$ cat config.mk
export PLATFORM = sky130hd
export DESIGN_NAME = bbc_control
export DESIGN_NICKNAME = d
export VERILOG_FILES = /design/src/bbc_pkg.sv /design/src/bbc_step_timer.sv /design/src/bbc_control.sv
export VERILOG_INCLUDE_DIRS = /design/src
export SDC_FILE = /design/constraint.sdc
export NUM_CORES = 1
export LEC_CHECK = 0
export BUFFER_PORTS_ARGS = -buffer_cell sky130_fd_sc_hd__buf_2
export CORE_MARGIN = 2
export CORE_UTILIZATION = 50
export DETAILED_ROUTE_END_ITERATION = 8
export PLACE_DENSITY_LB_ADDON = 0.1
export SLEW_MARGIN = 25
export SYNTH_ARGS = -nofsm -noshare
export SYNTH_HDL_FRONTEND = slang
export SYNTH_SLANG_ARGS = --single-unit
$ cat constraint.sdc
create_clock -name clk -period 4.9 [get_ports clk]
set_input_delay 1.47 -clock clk [delete_from_list [all_inputs] [get_ports clk]]
set_output_delay 1.47 -clock clk [all_outputs]
set_load 0.01 [all_outputs]
$ cat src/bbc_cfg.svh
// timing, scaling, field widths and register addresses for the buck-boost mode and ramp control block
`ifndef BBC_CFG_SVH
`define BBC_CFG_SVH
`define BBC_CLK_HZ          10000000
`define BBC_SS_TYP_NS       180000
`define BBC_SS_MAX_NS       250000
`define BBC_SS_CYC          ((`BBC_SS_TYP_NS / (1000000000 / `BBC_CLK_HZ)))
`define BBC_STEP_UV         25000
`define BBC_RATE0_UV_PER_MS 1000000
`define BBC_RATE1_UV_PER_MS 2500000
`define BBC_RATE2_UV_PER_MS 5000000
`define BBC_RATE3_UV_PER_MS 10000000
`define BBC_STEP_CYC(r)     ((`BBC_STEP_UV * (`BBC_CLK_HZ / 1000)) / (r))
`define BBC_OFS_LO_MV       13'h0708
`define BBC_OFS_HI_MV       13'h07e9
`define BBC_LSB_MV          13'h0019
`define BBC_REV_LIMIT_MA    12'h514
`define BBC_CODE_W          7
`define BBC_CNT_W           16
`define BBC_SS_W            12
`define BBC_CTRL_W          6
`define BBC_ADDR_VSET1      4'h0
`define BBC_ADDR_VSET2      4'h1
`define BBC_ADDR_CTRL       4'h2
`define BBC_ADDR_STATUS     4'h3
`endif

$ cat src/bbc_pkg.sv
// types shared by the buck-boost control block
package bbc_pkg;
    typedef enum logic [1:0] {BBC_BUCK = 2'b00, BBC_BB = 2'b01, BBC_BOOST = 2'b11} bbc_mode_e;
    typedef enum logic [1:0] {BBC_OFF = 2'b00, BBC_SOFT = 2'b01, BBC_RUN = 2'b11} bbc_state_e;
    typedef struct packed {
        logic q1On;
        logic q2On;
        logic q3On;
        logic q4On;
    } bbc_gate_s;
    typedef struct packed {
        logic       enableBit;
        logic       forcedPulseWidthBit;
        logic       rampPulseWidthBit;
        logic       rangeBit;
        logic [1:0] slewCode;
    } bbc_ctrl_s;
endpackage

$ cat src/bbc_step_timer.sv
// ramp step interval timer selected by the slew code
`timescale 1ns/1ns
`include "bbc_cfg.svh"
module bbc_step_timer
    import bbc_pkg::*;
(
    input  wire logic       clk,
    input  wire logic       sys_rst,
    input  wire logic       run,
    input  wire logic [1:0] slewCode,
    output logic            stepTick
);
    localparam logic [`BBC_CNT_W-1:0] RATE0 = `BBC_CNT_W'(`BBC_STEP_CYC(`BBC_RATE0_UV_PER_MS));
    localparam logic [`BBC_CNT_W-1:0] RATE1 = `BBC_CNT_W'(`BBC_STEP_CYC(`BBC_RATE1_UV_PER_MS));
    localparam logic [`BBC_CNT_W-1:0] RATE2 = `BBC_CNT_W'(`BBC_STEP_CYC(`BBC_RATE2_UV_PER_MS));
    localparam logic [`BBC_CNT_W-1:0] RATE3 = `BBC_CNT_W'(`BBC_STEP_CYC(`BBC_RATE3_UV_PER_MS));
    logic [`BBC_CNT_W-1:0] countReg;
    logic [`BBC_CNT_W-1:0] period;
    always_comb
    begin
        case (slewCode)
            2'h0:    period = RATE0;
            2'h1:    period = RATE1;
            2'h2:    period = RATE2;
            default: period = RATE3;
        endcase
    end
    always_ff @(posedge clk)
    begin
        if (sys_rst || !run)
            countReg <= '0;
        else if (countReg >= period - `BBC_CNT_W'(1))
            countReg <= '0;
        else
            countReg <= countReg + `BBC_CNT_W'(1);
    end
    assign stepTick = run && (countReg >= period - `BBC_CNT_W'(1));
endmodule // bbc_step_timer

$ cat src/bbc_control.sv
// mode selection, switch patterns, soft start and voltage ramp control
// Contract
// - mode chosen automatically from input versus output voltage, never by software.
// - buck: first switch controls, second rectifies, third off, fourth on.
// - boost: first on, second off, third controls, fourth rectifies.
// - on phase ends when sensed peak current reaches error amplifier reference.
// - forced pulse width keeps conduction with negative current, reverse limit 1.3 A.
// - power save is forced during startup until first power good.
// - forced pulse width bit resets to zero, power save by default.
// - power save bursts at light load when amplifier exceeds burst threshold.
// - forced pulse width keeps synchronous switches on with negative current.
// - enabled by enable pin high or enable bit; either may come first.
// - soft start ramps the reference about 180 us, never beyond 250 us.
// - setpoint spans 1.8 V to 5.2 V in 25 mV steps.
// - setpoint is code times 25 mV plus 1.8 V or 2.025 V offset.
// - select pin low picks first setting, high picks second.
// - ramp pulse width bit forces pulse width mode while ramping.
// - ramp moves the setpoint toward target in 25 mV steps.
// - two-bit slew code selects 1, 2.5, 5 or 10 V/ms.
// - select change or active write starts a ramp; before first good, immediate.
// - active-low power good low above 95 percent, high below 90 percent.
`timescale 1ns/1ns
`include "bbc_cfg.svh"
module bbc_control
    import bbc_pkg::*;
(
    input  wire logic                   clk,
    input  wire logic                   sys_rst,
    input  wire logic [3:0]             regAddr,
    input  wire logic [7:0]             regWrData,
    input  wire logic                   regWrStrobe,
    input  wire logic                   regRdStrobe,
    output logic      [7:0]             regRdData,
    input  wire logic                   enablePin,
    input  wire logic                   voltageSelectPin,
    input  wire logic                   vinAboveVout,
    input  wire logic                   voutAboveVin,
    input  wire logic                   peakReached,
    input  wire logic                   currentNegative,
    input  wire logic                   lightLoad,
    input  wire logic                   burstAboveThreshold,
    input  wire logic                   outAbove95,
    input  wire logic                   outBelow90,
    input  wire logic                   cycleStart,
    output bbc_gate_s                   gateDrive,
    output bbc_mode_e                   convMode,
    output logic                        forcedPwmActive,
    output logic      [12:0]            setpointMv,
    output logic      [`BBC_SS_W-1:0]   softStartLevel,
    output logic      [11:0]            reverseLimitMa,
    output logic                        powerGoodN
);
    localparam logic [3:0] ADDR_VSET1  = `BBC_ADDR_VSET1;
    localparam logic [3:0] ADDR_VSET2  = `BBC_ADDR_VSET2;
    localparam logic [3:0] ADDR_CTRL   = `BBC_ADDR_CTRL;
    localparam logic [3:0] ADDR_STATUS = `BBC_ADDR_STATUS;
    localparam logic [`BBC_SS_W-1:0] SS_CYC = `BBC_SS_W'(`BBC_SS_CYC);

    logic [1:0] enSync;
    logic [1:0] vselSync;
    logic [1:0] hiSync;
    logic [1:0] loSync;
    logic [1:0] a95Sync;
    logic [1:0] b90Sync;
    logic       enPinS;
    logic       vselS;
    logic       vinHiS;
    logic       voutHiS;
    logic       a95S;
    logic       b90S;
    always_ff @(posedge clk)
    begin
        if (sys_rst)
        begin
            enSync <= '0;
            vselSync <= '0;
            hiSync <= '0;
            loSync <= '0;
            a95Sync <= '0;
            b90Sync <= '0;
        end
        else
        begin
            enSync <= {enSync[0], enablePin};
            vselSync <= {vselSync[0], voltageSelectPin};
            hiSync <= {hiSync[0], vinAboveVout};
            loSync <= {loSync[0], voutAboveVin};
            a95Sync <= {a95Sync[0], outAbove95};
            b90Sync <= {b90Sync[0], outBelow90};
        end
    end
    assign enPinS  = enSync[1];
    assign vselS   = vselSync[1];
    assign vinHiS  = hiSync[1];
    assign voutHiS = loSync[1];
    assign a95S    = a95Sync[1];
    assign b90S    = b90Sync[1];

    logic [`BBC_CODE_W-1:0] vset1Reg;
    logic [`BBC_CODE_W-1:0] vset2Reg;
    bbc_ctrl_s              ctrlReg;
    logic                   wrActive;
    always_ff @(posedge clk)
    begin
        if (sys_rst)
        begin
            vset1Reg <= '0;
            vset2Reg <= '0;
            ctrlReg  <= '0;
        end
        else if (regWrStrobe)
        begin
            if (regAddr == ADDR_VSET1)
                vset1Reg <= regWrData[`BBC_CODE_W-1:0];
            else if (regAddr == ADDR_VSET2)
                vset2Reg <= regWrData[`BBC_CODE_W-1:0];
            else if (regAddr == ADDR_CTRL)
                ctrlReg <= regWrData[`BBC_CTRL_W-1:0];
        end
    end
    // a write counts only when it hits the register that is currently selected
    assign wrActive = regWrStrobe && ((regAddr == ADDR_VSET1 && !vselS) ||
                                      (regAddr == ADDR_VSET2 && vselS));

    bbc_state_e            stateReg;
    logic [`BBC_SS_W-1:0]  ssCountReg;
    logic                  firstGoodReg;
    logic                  pgNReg;
    logic                  enabled;
    assign enabled = enPinS || ctrlReg.enableBit;
    always_ff @(posedge clk)
    begin
        if (sys_rst || !enabled)
            stateReg <= BBC_OFF;
        else
        begin
            case (stateReg)
                BBC_OFF:  stateReg <= BBC_SOFT;
                BBC_SOFT: if (ssCountReg == SS_CYC) stateReg <= BBC_RUN;
                default:  stateReg <= BBC_RUN;
            endcase
        end
    end
    always_ff @(posedge clk)
    begin
        if (sys_rst || stateReg == BBC_OFF)
            ssCountReg <= '0;
        else if (stateReg == BBC_SOFT && ssCountReg != SS_CYC)
            ssCountReg <= ssCountReg + `BBC_SS_W'(1);
    end
    assign softStartLevel = ssCountReg;
    always_ff @(posedge clk)
    begin
        if (sys_rst || stateReg == BBC_OFF)
            pgNReg <= 1'b1;
        else if (a95S)
            pgNReg <= 1'b0;
        else if (b90S)
            pgNReg <= 1'b1;
    end
    assign powerGoodN = pgNReg;
    always_ff @(posedge clk)
    begin
        if (sys_rst || stateReg == BBC_OFF)
            firstGoodReg <= 1'b0;
        else if (stateReg == BBC_RUN && !pgNReg)
            firstGoodReg <= 1'b1;
    end

    logic [`BBC_CODE_W-1:0] targetCode;
    logic [`BBC_CODE_W-1:0] curCodeReg;
    logic                   vselPrevReg;
    logic                   rangePrevReg;
    logic                   ramping;
    logic                   rampStart;
    logic                   stepTick;
    assign targetCode = vselS ? vset2Reg : vset1Reg;
    assign ramping = firstGoodReg && (curCodeReg != targetCode);
    // a new request restarts the step interval, so the first step of a new ramp is a full one
    assign rampStart = wrActive || (vselPrevReg != vselS);
    always_ff @(posedge clk)
    begin
        if (sys_rst)
        begin
            vselPrevReg  <= 1'b0;
            rangePrevReg <= 1'b0;
        end
        else
        begin
            vselPrevReg  <= vselS;
            rangePrevReg <= ctrlReg.rangeBit;
        end
    end
    // the ramp needs no explicit start: a new target from the pin or a write differs from the
    // current code and stepping begins; before first good the code simply follows
    always_ff @(posedge clk)
    begin
        if (sys_rst)
            curCodeReg <= '0;
        else if (!firstGoodReg || rangePrevReg != ctrlReg.rangeBit)
            curCodeReg <= targetCode;
        else if (stepTick && curCodeReg < targetCode)
            curCodeReg <= curCodeReg + `BBC_CODE_W'(1);
        else if (stepTick && curCodeReg > targetCode)
            curCodeReg <= curCodeReg - `BBC_CODE_W'(1);
    end
    bbc_step_timer u_step
    (
        .clk      (clk),
        .sys_rst  (sys_rst),
        .run      (ramping && !rampStart),
        .slewCode (ctrlReg.slewCode),
        .stepTick (stepTick)
    );
    always_ff @(posedge clk)
    begin
        if (sys_rst)
            setpointMv <= `BBC_OFS_LO_MV;
        else
            setpointMv <= 13'(curCodeReg) * `BBC_LSB_MV +
                          (ctrlReg.rangeBit ? `BBC_OFS_HI_MV : `BBC_OFS_LO_MV);
    end

    // forced pulse width needs first good; ramp bit adds it during ramps
    assign forcedPwmActive = firstGoodReg &&
                             (ctrlReg.forcedPulseWidthBit ||
                              (ctrlReg.rampPulseWidthBit && ramping));
    assign reverseLimitMa = forcedPwmActive ? `BBC_REV_LIMIT_MA : 12'h000;

    always_ff @(posedge clk)
    begin
        if (sys_rst)
            convMode <= BBC_BUCK;
        else if (vinHiS && !voutHiS)
            convMode <= BBC_BUCK;
        else if (voutHiS && !vinHiS)
            convMode <= BBC_BOOST;
        else
            convMode <= BBC_BB;
    end

    logic onPhaseReg, phaseBReg, idleReg;
    always_ff @(posedge clk)
    begin
        if (sys_rst || stateReg == BBC_OFF)
        begin
            onPhaseReg <= 1'b0;
            phaseBReg  <= 1'b0;
        end
        else if (cycleStart && !idleReg)
        begin
            onPhaseReg <= 1'b1;
            phaseBReg  <= 1'b0;
        end
        else if (onPhaseReg && peakReached)
        begin
            onPhaseReg <= 1'b0;
            phaseBReg  <= 1'b1;
        end
    end
    // power save: skip cycles at light load until the amplifier calls for a burst
    always_comb
    begin
        idleReg = !forcedPwmActive && lightLoad && !burstAboveThreshold;
    end
    logic syncOff;
    // diode emulation in power save: rectifier opens on negative current
    assign syncOff = !forcedPwmActive && currentNegative;
    always_ff @(posedge clk)
    begin
        if (sys_rst || stateReg == BBC_OFF)
            gateDrive <= '0;
        else
        begin
            case (convMode)
                BBC_BUCK:  gateDrive <= '{onPhaseReg, !onPhaseReg && phaseBReg && !syncOff,
                                          1'b0, 1'b1};
                BBC_BOOST: gateDrive <= '{1'b1, 1'b0, onPhaseReg,
                                          !onPhaseReg && phaseBReg && !syncOff};
                default:   gateDrive <= '{onPhaseReg, !onPhaseReg && !syncOff,
                                          onPhaseReg, !onPhaseReg && !syncOff};
            endcase
        end
    end

    always_ff @(posedge clk)
    begin
        if (sys_rst)
            regRdData <= '0;
        else if (!regRdStrobe)
            regRdData <= '0;
        else if (regAddr == ADDR_VSET1)
            regRdData <= {1'b0, vset1Reg};
        else if (regAddr == ADDR_VSET2)
            regRdData <= {1'b0, vset2Reg};
        else if (regAddr == ADDR_CTRL)
            regRdData <= {2'b00, ctrlReg};
        else if (regAddr == ADDR_STATUS)
            regRdData <= {1'b0, curCodeReg};
        else
            regRdData <= '0;
    end
endmodule // bbc_control

==> summary.txt, run 1 <==
VDD IR max -> 0.0001696 V
post-synth design cell area -> 5265 um2
setup fix buffers added after clock tree synthesis -> 0
initial antenna violation count -> 0
share of total power in sequential cells -> 55.3%
clock period minus final worst setup slack -> 4.070 ns
Maximum Capacitance Violations -> 0
sequential element share of the synthesized area -> 38.40%
vias per cell -> 5.077
sequence of cells on the critical path -> mux2i_1 -> ha_1 -> a21o_1 -> a211oi_1 -> o21ai_1 -> a21oi_1 -> nand2b_1 -> fa_1 -> a21o_1 -> a21oi_1 -> o21bai_1 -> a21oi_1 -> xnor3_1 -> o31a_1 -> nor2_1
post-layout net count -> 701
Final Hold Viols -> 0
Hold Path Sink -> convMode[1]
Net Sw Frac -> 22.48%
Die Area -> 11370 um2
cell count of the worst reg-to-reg path -> 15
hold path cells -> 1
final period utilization -> 83.06%
maximum number of pins on one net before global-route repair -> 46
num rows -> 37
P_leak -> 2.644 nW
most common flop cell mapped by yosys -> sky130_fd_sc_hd__dfxtp_1
Routed Wire Length -> 10.31 mm
Worst Clk Skew -> 0.01429 ns
Synth Instances -> 542
ratio of cells with drive above 1 in the final layout -> 16.56%
reg2reg setup slack -> 0.83 ns
max-slew violation total from the final report -> 0
crit path kind -> reg -> reg
delay contributed by the slowest stage of the critical path -> 0.70 ns
combinational power share -> 5.7%
Clk Latency, worst-skew pair -> 0.37 ns
unrepaired setup endpoints after global routing -> no
quantity of hold-fixing buffers added after cts -> 0
class of the most critical hold timing path -> reg -> reg
vias in the first global route -> 3740
clock power share -> 39.0%
Initial Utilization -> 51.23%
sum of internal, switching and leakage power -> 0.001521 W
Total Negative Setup Slacks -> 0 ns
worst hold slack -> 0.4223 ns
Setup crit start -> vselSync[1]
relative max-transition margin -> 45.68%
status -> finished clean
number of inserted diodes -> 0
die height -> 106.6 um
global placement routability congestion -> 0.8104
largest fanout of any net on the critical path -> 10
proportion of synthesized flip-flops having asynchronous set or reset -> 0%
worst reg2reg path startpoint -> vselSync[1]
Setup crit end kind -> flip-flop
transition at the pin with the smallest max-transition slack -> 0.8148 ns
layout-stage area growth over the synthesis result -> 12.19%
switching power of the nets -> 0.0003419 W
number of clock buffers inserted by TritonCTS -> 9
hold path startpoint -> hiSync[1]
Mean Syn Cell Area -> 9.714 um2
final core utilization -> 57.48%
remaining global-route overflow -> 0
sort of element at the start of the critical path -> flip-flop
Die X -> 106.6 um
worst path buffer plus inverter count -> 0
clock slew at the register clock pins of the worst setup and hold paths -> 0.10 ns
total of cells resized after clock tree synthesis -> 0
count of warnings emitted by yosys -> 0
hpwl dp -> 7.693 mm
clock net sink count -> 101
slowest CP cell -> sky130_fd_sc_hd__dfxtp_1
cell type group with the largest total delay on the critical path -> compound AO/OA/AOI/OAI gates
starting DRC count in detailed routing -> 194
Critical Path RT -> 5.21 ns
number of H-tree levels -> 3
Crit path arrival time -> 4.38 ns
root buf cell -> sky130_fd_sc_hd__clkbuf_8
most prevalent standard cell on the critical path -> sky130_fd_sc_hd__a21oi_1
gr usage total -> 19.28%
peak clock frequency supported by timing -> 245.7 MHz
maximum root-to-sink buffer count -> 2
num ports -> 80
count of buffers from port buffering -> 69
total power per unit cell area -> 257.4 nW/um2
CTS tree -> done
synthesis-stage register bit count -> 101
number of different library cells in the post-synthesis netlist -> 57
CORE AREA -> 10280 um2
wire length of the first global-routing pass -> 17.68 mm
number of vias after detailed routing -> 3818
post-route antenna net violation count -> 0
number of iterations in the first detailed-routing pass -> 4
worst r2r dst -> curCodeReg[6]
internal power contribution -> 0.001179 W
drc violations -> 0
final setup violating endpoints -> 0
CP Depth -> 15
Routed wire per std cell -> 13.71 um
count of flip-flops with a built-in enable after synthesis -> 0
-- cell usage after synthesis (4+ instances only) --
library cell / number / area, um2
sky130_fd_sc_hd__dfxtp_1: 101 / 2022
sky130_fd_sc_hd__nor2_1: 57 / 214.0
sky130_fd_sc_hd__ha_1: 56 / 700.7
sky130_fd_sc_hd__inv_1: 40 / 150.1
sky130_fd_sc_hd__a21oi_1: 30 / 150.1
sky130_fd_sc_hd__nor2b_1: 27 / 168.9
sky130_fd_sc_hd__mux2i_1: 21 / 210.2
sky130_fd_sc_hd__nand2_1: 21 / 78.83
sky130_fd_sc_hd__xor2_1: 18 / 157.7
sky130_fd_sc_hd__nand3_1: 16 / 80.08
sky130_fd_sc_hd__buf_4: 13 / 97.59
sky130_fd_sc_hd__xnor2_1: 13 / 113.9
sky130_fd_sc_hd__clkbuf_1: 11 / 41.29
sky130_fd_sc_hd__nand2b_1: 11 / 68.82
sky130_fd_sc_hd__o21ai_0: 10 / 50.05
sky130_fd_sc_hd__fa_1: 7 / 140.1
sky130_fd_sc_hd__nand4_1: 7 / 43.79
sky130_fd_sc_hd__o21a_1: 6 / 45.04
sky130_fd_sc_hd__a21o_1: 5 / 37.54
sky130_fd_sc_hd__nor3_1: 5 / 25.02
sky130_fd_sc_hd__a211oi_1: 4 / 30.03
sky130_fd_sc_hd__mux4_1: 4 / 105.1
sky130_fd_sc_hd__nor4_1: 4 / 25.02
-- stage by stage --
stage,cell area [um2],setup slack (ns),instances
finish,5907,0.8299,752
global route,5907,0.5580,752
CTS,5907,0.8167,752
detailed placement,5679,0.5011,736
global placement,5679,0.5623,736
floorplan,5321,0.6830,557
-- logic make-up (layout without fill, tap and decap cells) --
group | count (synthesis) | in the layout | share of synthesized area (%)
flops | 101 | 101 | 38.40
mux | 29 | 29 | 7.272
fa+ha+maj | 63 | 63 | 15.97
compound gates | 78 | 78 | 10.00
xor+xnor | 32 | 32 | 5.585
buf+inv | 70 | 129 | 6.416
simple gates | 168 | 168 | 16.28
other cells | 1 | 16 | 0.07122
-- power by group through the flow --
stage | Sequential [W] | Clock (W) | Combinational, W
after floorplan | 0.000859 | 0 | 0.0000664
after global placement | 0.000860 | 0 | 0.0000846
after detailed placement | 0.000861 | 0 | 0.0000861
after CTS | 0.000842 | 0.000615 | 0.0000868
after global routing | 0.000843 | 0.000647 | 0.0000974
final | 0.000842 | 0.000592 | 0.0000865
-- flip-flops by register name, indices dropped and copies added, names as in the netlist, 6 cells and up --
signal,count
u_step.countReg,16
setpointMv,13
softStartLevel,12
curCodeReg,7
regRdData,7
vset1Reg,7
vset2Reg,7
ctrlReg,6
-- cell usage in the layout, fill, tap and decap left out, types with 18 or more instances in the layout --
master,count
sky130_fd_sc_hd__inv_1,40
sky130_fd_sc_hd__nor2_1,57
sky130_fd_sc_hd__xor2_1,18
sky130_fd_sc_hd__nand2_1,21
sky130_fd_sc_hd__dfxtp_1,101
sky130_fd_sc_hd__mux2i_1,21
sky130_fd_sc_hd__nor2b_1,27
sky130_fd_sc_hd__ha_1,56
sky130_fd_sc_hd__buf_2,69
sky130_fd_sc_hd__a21oi_1,30
-- layer usage --
metal  vias up  routed length (um)  track usage [%]
met5         -                   0                0
met2        72                4872            31.94
met1      1778                4897            25.24
met4         0                 110            5.566
met3        10                 430            4.377
li1       1958                   -                -
-- how the worst max path moves through the flow --
stage                     slack [ns]       endpoint
after floorplan                 0.68  curCodeReg[5]
after global placement          0.56  curCodeReg[6]
after detailed placement        0.50  curCodeReg[5]
after CTS                       0.82  curCodeReg[6]
after global routing            0.56  curCodeReg[6]
final                           0.83  curCodeReg[6]
-- layout make-up --
| type | count | area [um2] |
|---|---|---|
| fillers | 977 | 4370 |
| well taps | 136 | 170.2 |
| inverters | 40 | 150.1 |
| repair buffers | 73 | 375.4 |
| flip-flops and latches | 101 | 2022 |
| clock inverters | 5 | 86.33 |
| multi-input cells | 386 | 2962 |
| clock buffers | 11 | 141.4 |
-- worst reg2reg max path: stages (launching register included) --
cell and delay [ns]:
sky130_fd_sc_hd__dfxtp_1 0.70, sky130_fd_sc_hd__mux2i_1 0.32, sky130_fd_sc_hd__ha_1 0.29, sky130_fd_sc_hd__a21o_1 0.19, sky130_fd_sc_hd__a211oi_1 0.22, sky130_fd_sc_hd__o21ai_1 0.09
sky130_fd_sc_hd__a21oi_1 0.28, sky130_fd_sc_hd__nand2b_1 0.25, sky130_fd_sc_hd__fa_1 0.46, sky130_fd_sc_hd__a21o_1 0.19, sky130_fd_sc_hd__a21oi_1 0.22, sky130_fd_sc_hd__o21bai_1 0.09
sky130_fd_sc_hd__a21oi_1 0.17, sky130_fd_sc_hd__xnor3_1 0.22, sky130_fd_sc_hd__o31a_1 0.24, sky130_fd_sc_hd__nor2_1 0.07
Power figures use the tool's default switching activity.
==> inputs of run 2 (changes only) <==
clock period = 3.7 ns   (was 4.9 ns; I/O delays follow)
==> summary.txt, run 2 (synthesis results as in run 1) <==
register containing the most flip-flops in the final layout -> u_step.countReg
Routed Wire Length -> 10.48 mm (+1.6%)
number of H-tree levels -> 3 (unchanged)
Critical Path RT -> 3.99 ns (-1.22 ns)
layout filler cell count -> 941 (-3.7%)
Routed wire per std cell -> 13.62 um (-0.66%)
number of inserted diodes -> 0 (unchanged)
met3 demand-to-capacity share in global routing -> 4.012% (-0.36 points)
count of buffers from port buffering -> 69 (unchanged)
unrepaired setup endpoints after global routing -> no
Die X -> 106.6 um (unchanged)
maximum root-to-sink buffer count -> 2 (unchanged)
remaining global-route overflow -> 0 (unchanged)
Largest register FFs -> 16 (unchanged)
die height -> 106.6 um (unchanged)
number of clock buffers inserted by TritonCTS -> 9 (unchanged)
CTS tree -> done
layer carrying the most global-route usage -> met2
largest fanout of any net on the critical path -> 6 (-4)
drc violations -> 0 (unchanged)
area used by multi-input combinational logic -> 3010 um2 (+1.6%)
Crit path arrival time -> 3.80 ns (-0.58 ns)
Setup crit end kind -> flip-flop
crit path kind -> reg -> reg
num ports -> 80 (unchanged)
final period utilization -> 94.97% (+12 points)
wire length of the first global-routing pass -> 17.65 mm (-0.19%)
hpwl dp -> 8.030 mm (+4.4%)
Final Instance Area -> 6045 um2 (+2.3%)
quantity of hold-fixing buffers added after cts -> 0 (unchanged)
Post-DP Area -> 5846 um2 (+2.9%)
clock period minus final worst setup slack -> 3.514 ns (-0.5561 ns)
starting DRC count in detailed routing -> 143 (-26%)
Maximum Capacitance Violations -> 0 (unchanged)
Initial Utilization -> 51.23% (unchanged)
transition at the pin with the smallest max-transition slack -> 0.5061 ns (-0.3087 ns)
global placement routability congestion -> 0.8180 (+0.94%)
class of the most critical hold timing path -> reg -> reg
status -> finished clean
CORE AREA -> 10280 um2 (unchanged)
clock slew at the register clock pins of the worst setup and hold paths -> 0.10 ns (about the same)
most common cell after layout, fill and taps aside -> sky130_fd_sc_hd__dfxtp_1
number of iterations in the first detailed-routing pass -> 4 (unchanged)
number of vias after detailed routing -> 3942 (+3.2%)
clock net sink count -> 101 (unchanged)
Total Negative Setup Slacks -> 0 ns (unchanged)
sort of element at the start of the critical path -> flip-flop
final core utilization -> 58.81% (+1.3 points)
P_leak -> 2.725 nW (+3.1%)
vias per cell -> 5.126 (+0.97%)
root buf cell -> sky130_fd_sc_hd__clkbuf_8
Clk Latency, worst-skew pair -> 0.38 ns (about the same)
most used cells in the layout excluding fill and tap cells -> sky130_fd_sc_hd__dfxtp_1 (99), sky130_fd_sc_hd__buf_2 (69), sky130_fd_sc_hd__nor2_1 (57)
gr usage total -> 19.30% (+0.020 points)
layout-stage area growth over the synthesis result -> 14.81%
Worst Clk Skew -> 0.01237 ns (-0.001913 ns)
peak clock frequency supported by timing -> 284.6 MHz (+16%)
area occupied by registers -> 2024 um2 (+0.12%)
Die Area -> 11370 um2 (unchanged)
total power per unit cell area -> 315.5 nW/um2 (+23%)
vias in the first global route -> 3744 (+0.11%)
setup fix buffers added after clock tree synthesis -> 0 (unchanged)
Final Hold Viols -> 0 (unchanged)
post-layout net count -> 718 (+2.4%)
maximum number of pins on one net before global-route repair -> 29 (-37%)
post-route antenna net violation count -> 0 (unchanged)
ratio of cells with drive above 1 in the final layout -> 20.38% (+3.8 points)
VDD IR max -> 0.0002355 V (+39%)
sum of internal, switching and leakage power -> 0.001907 W (+25%)
GRT met2 Usage -> 31.71% (-0.23 points)
num rows -> 37 (unchanged)
M1 GR Usage -> 25.78% (+0.54 points)
max-slew violation total from the final report -> 0 (unchanged)
final setup violating endpoints -> 0 (unchanged)
relative max-transition margin -> 66.26% (+21 points)
initial antenna violation count -> 0 (unchanged)
-- run 2: changes by cell type in the layout (fill, tap and decap cells not counted), sizes merged --
cell	previous run	this run
buf	73	90
bufinv	2	0
clkbuf	11	9
inv	43	45
clkinv	0	1
clkinvlp	0	1
-- run 2: layout make-up --
class | count | area share, %
clock buffer | 9 | 2.049
clock inverter | 7 | 1.035
inverter | 40 | 2.484
multi-input combinational | 386 | 49.80
sequential | 101 | 33.49
tap | 136 | 2.815
timing repair buffer | 90 | 8.321
-- run 2: routing by layer --
metal | up-vias | wire length (um)
li1 | 1992 | -
met1 | 1859 | 5036
met2 | 76 | 4874
met3 | 15 | 405
met4 | 0 | 159
met5 | - | 0
-- run 2: stage by stage --
step                      worst slack [ns]  cells  hold WS (ns)
after floorplan                  -0.001050    557        0.3915
after global placement           -0.001707    753        0.3992
after detailed placement          -0.07710    753        0.4085
after CTS                          0.02309    769        0.4249
after global routing               0.01069    769        0.4456
final                               0.1860    769        0.4227
-- run 2: worst paths after layout --
path,startpoint,to,slack (ns),depth (start not counted)
max,ctrlReg[0],curCodeReg[5],0.19,16
max reg2reg,ctrlReg[0],curCodeReg[5],0.19,16
min reg2reg,hiSync[1],convMode[1],0.42,1
min,hiSync[1],convMode[1],0.42,1
-- run 2: critical path, cell delays in order (launching register included) --
cell	delay, ns
sky130_fd_sc_hd__dfxtp_2	0.40
sky130_fd_sc_hd__ha_1	0.19
sky130_fd_sc_hd__inv_1	0.06
sky130_fd_sc_hd__ha_1	0.26
sky130_fd_sc_hd__nand2b_1	0.15
sky130_fd_sc_hd__a2111oi_2	0.36
sky130_fd_sc_hd__o211a_1	0.22
sky130_fd_sc_hd__nand2b_2	0.12
sky130_fd_sc_hd__nand2b_4	0.18
sky130_fd_sc_hd__ha_4	0.21
sky130_fd_sc_hd__a21oi_1	0.12
sky130_fd_sc_hd__nor2b_1	0.07
sky130_fd_sc_hd__o21a_1	0.19
sky130_fd_sc_hd__o21a_1	0.18
sky130_fd_sc_hd__o21ai_0	0.12
sky130_fd_sc_hd__or3b_1	0.38
sky130_fd_sc_hd__a221oi_2	0.22
-- run 2: where the power goes --
part	switching [W]	internal (W)
logic	0.0000702	0.0000564
clock network	0.000408	0.000260
registers	0.00000822	0.00110
-- run 2: what timing repair did --
| item | in CTS | in global routing |
|---|---|---|
| endpoints found under the hold margin | 0 | 0 |
| endpoints found under the setup margin | 0 | 2 |
| resized for setup | 0 | 6 |
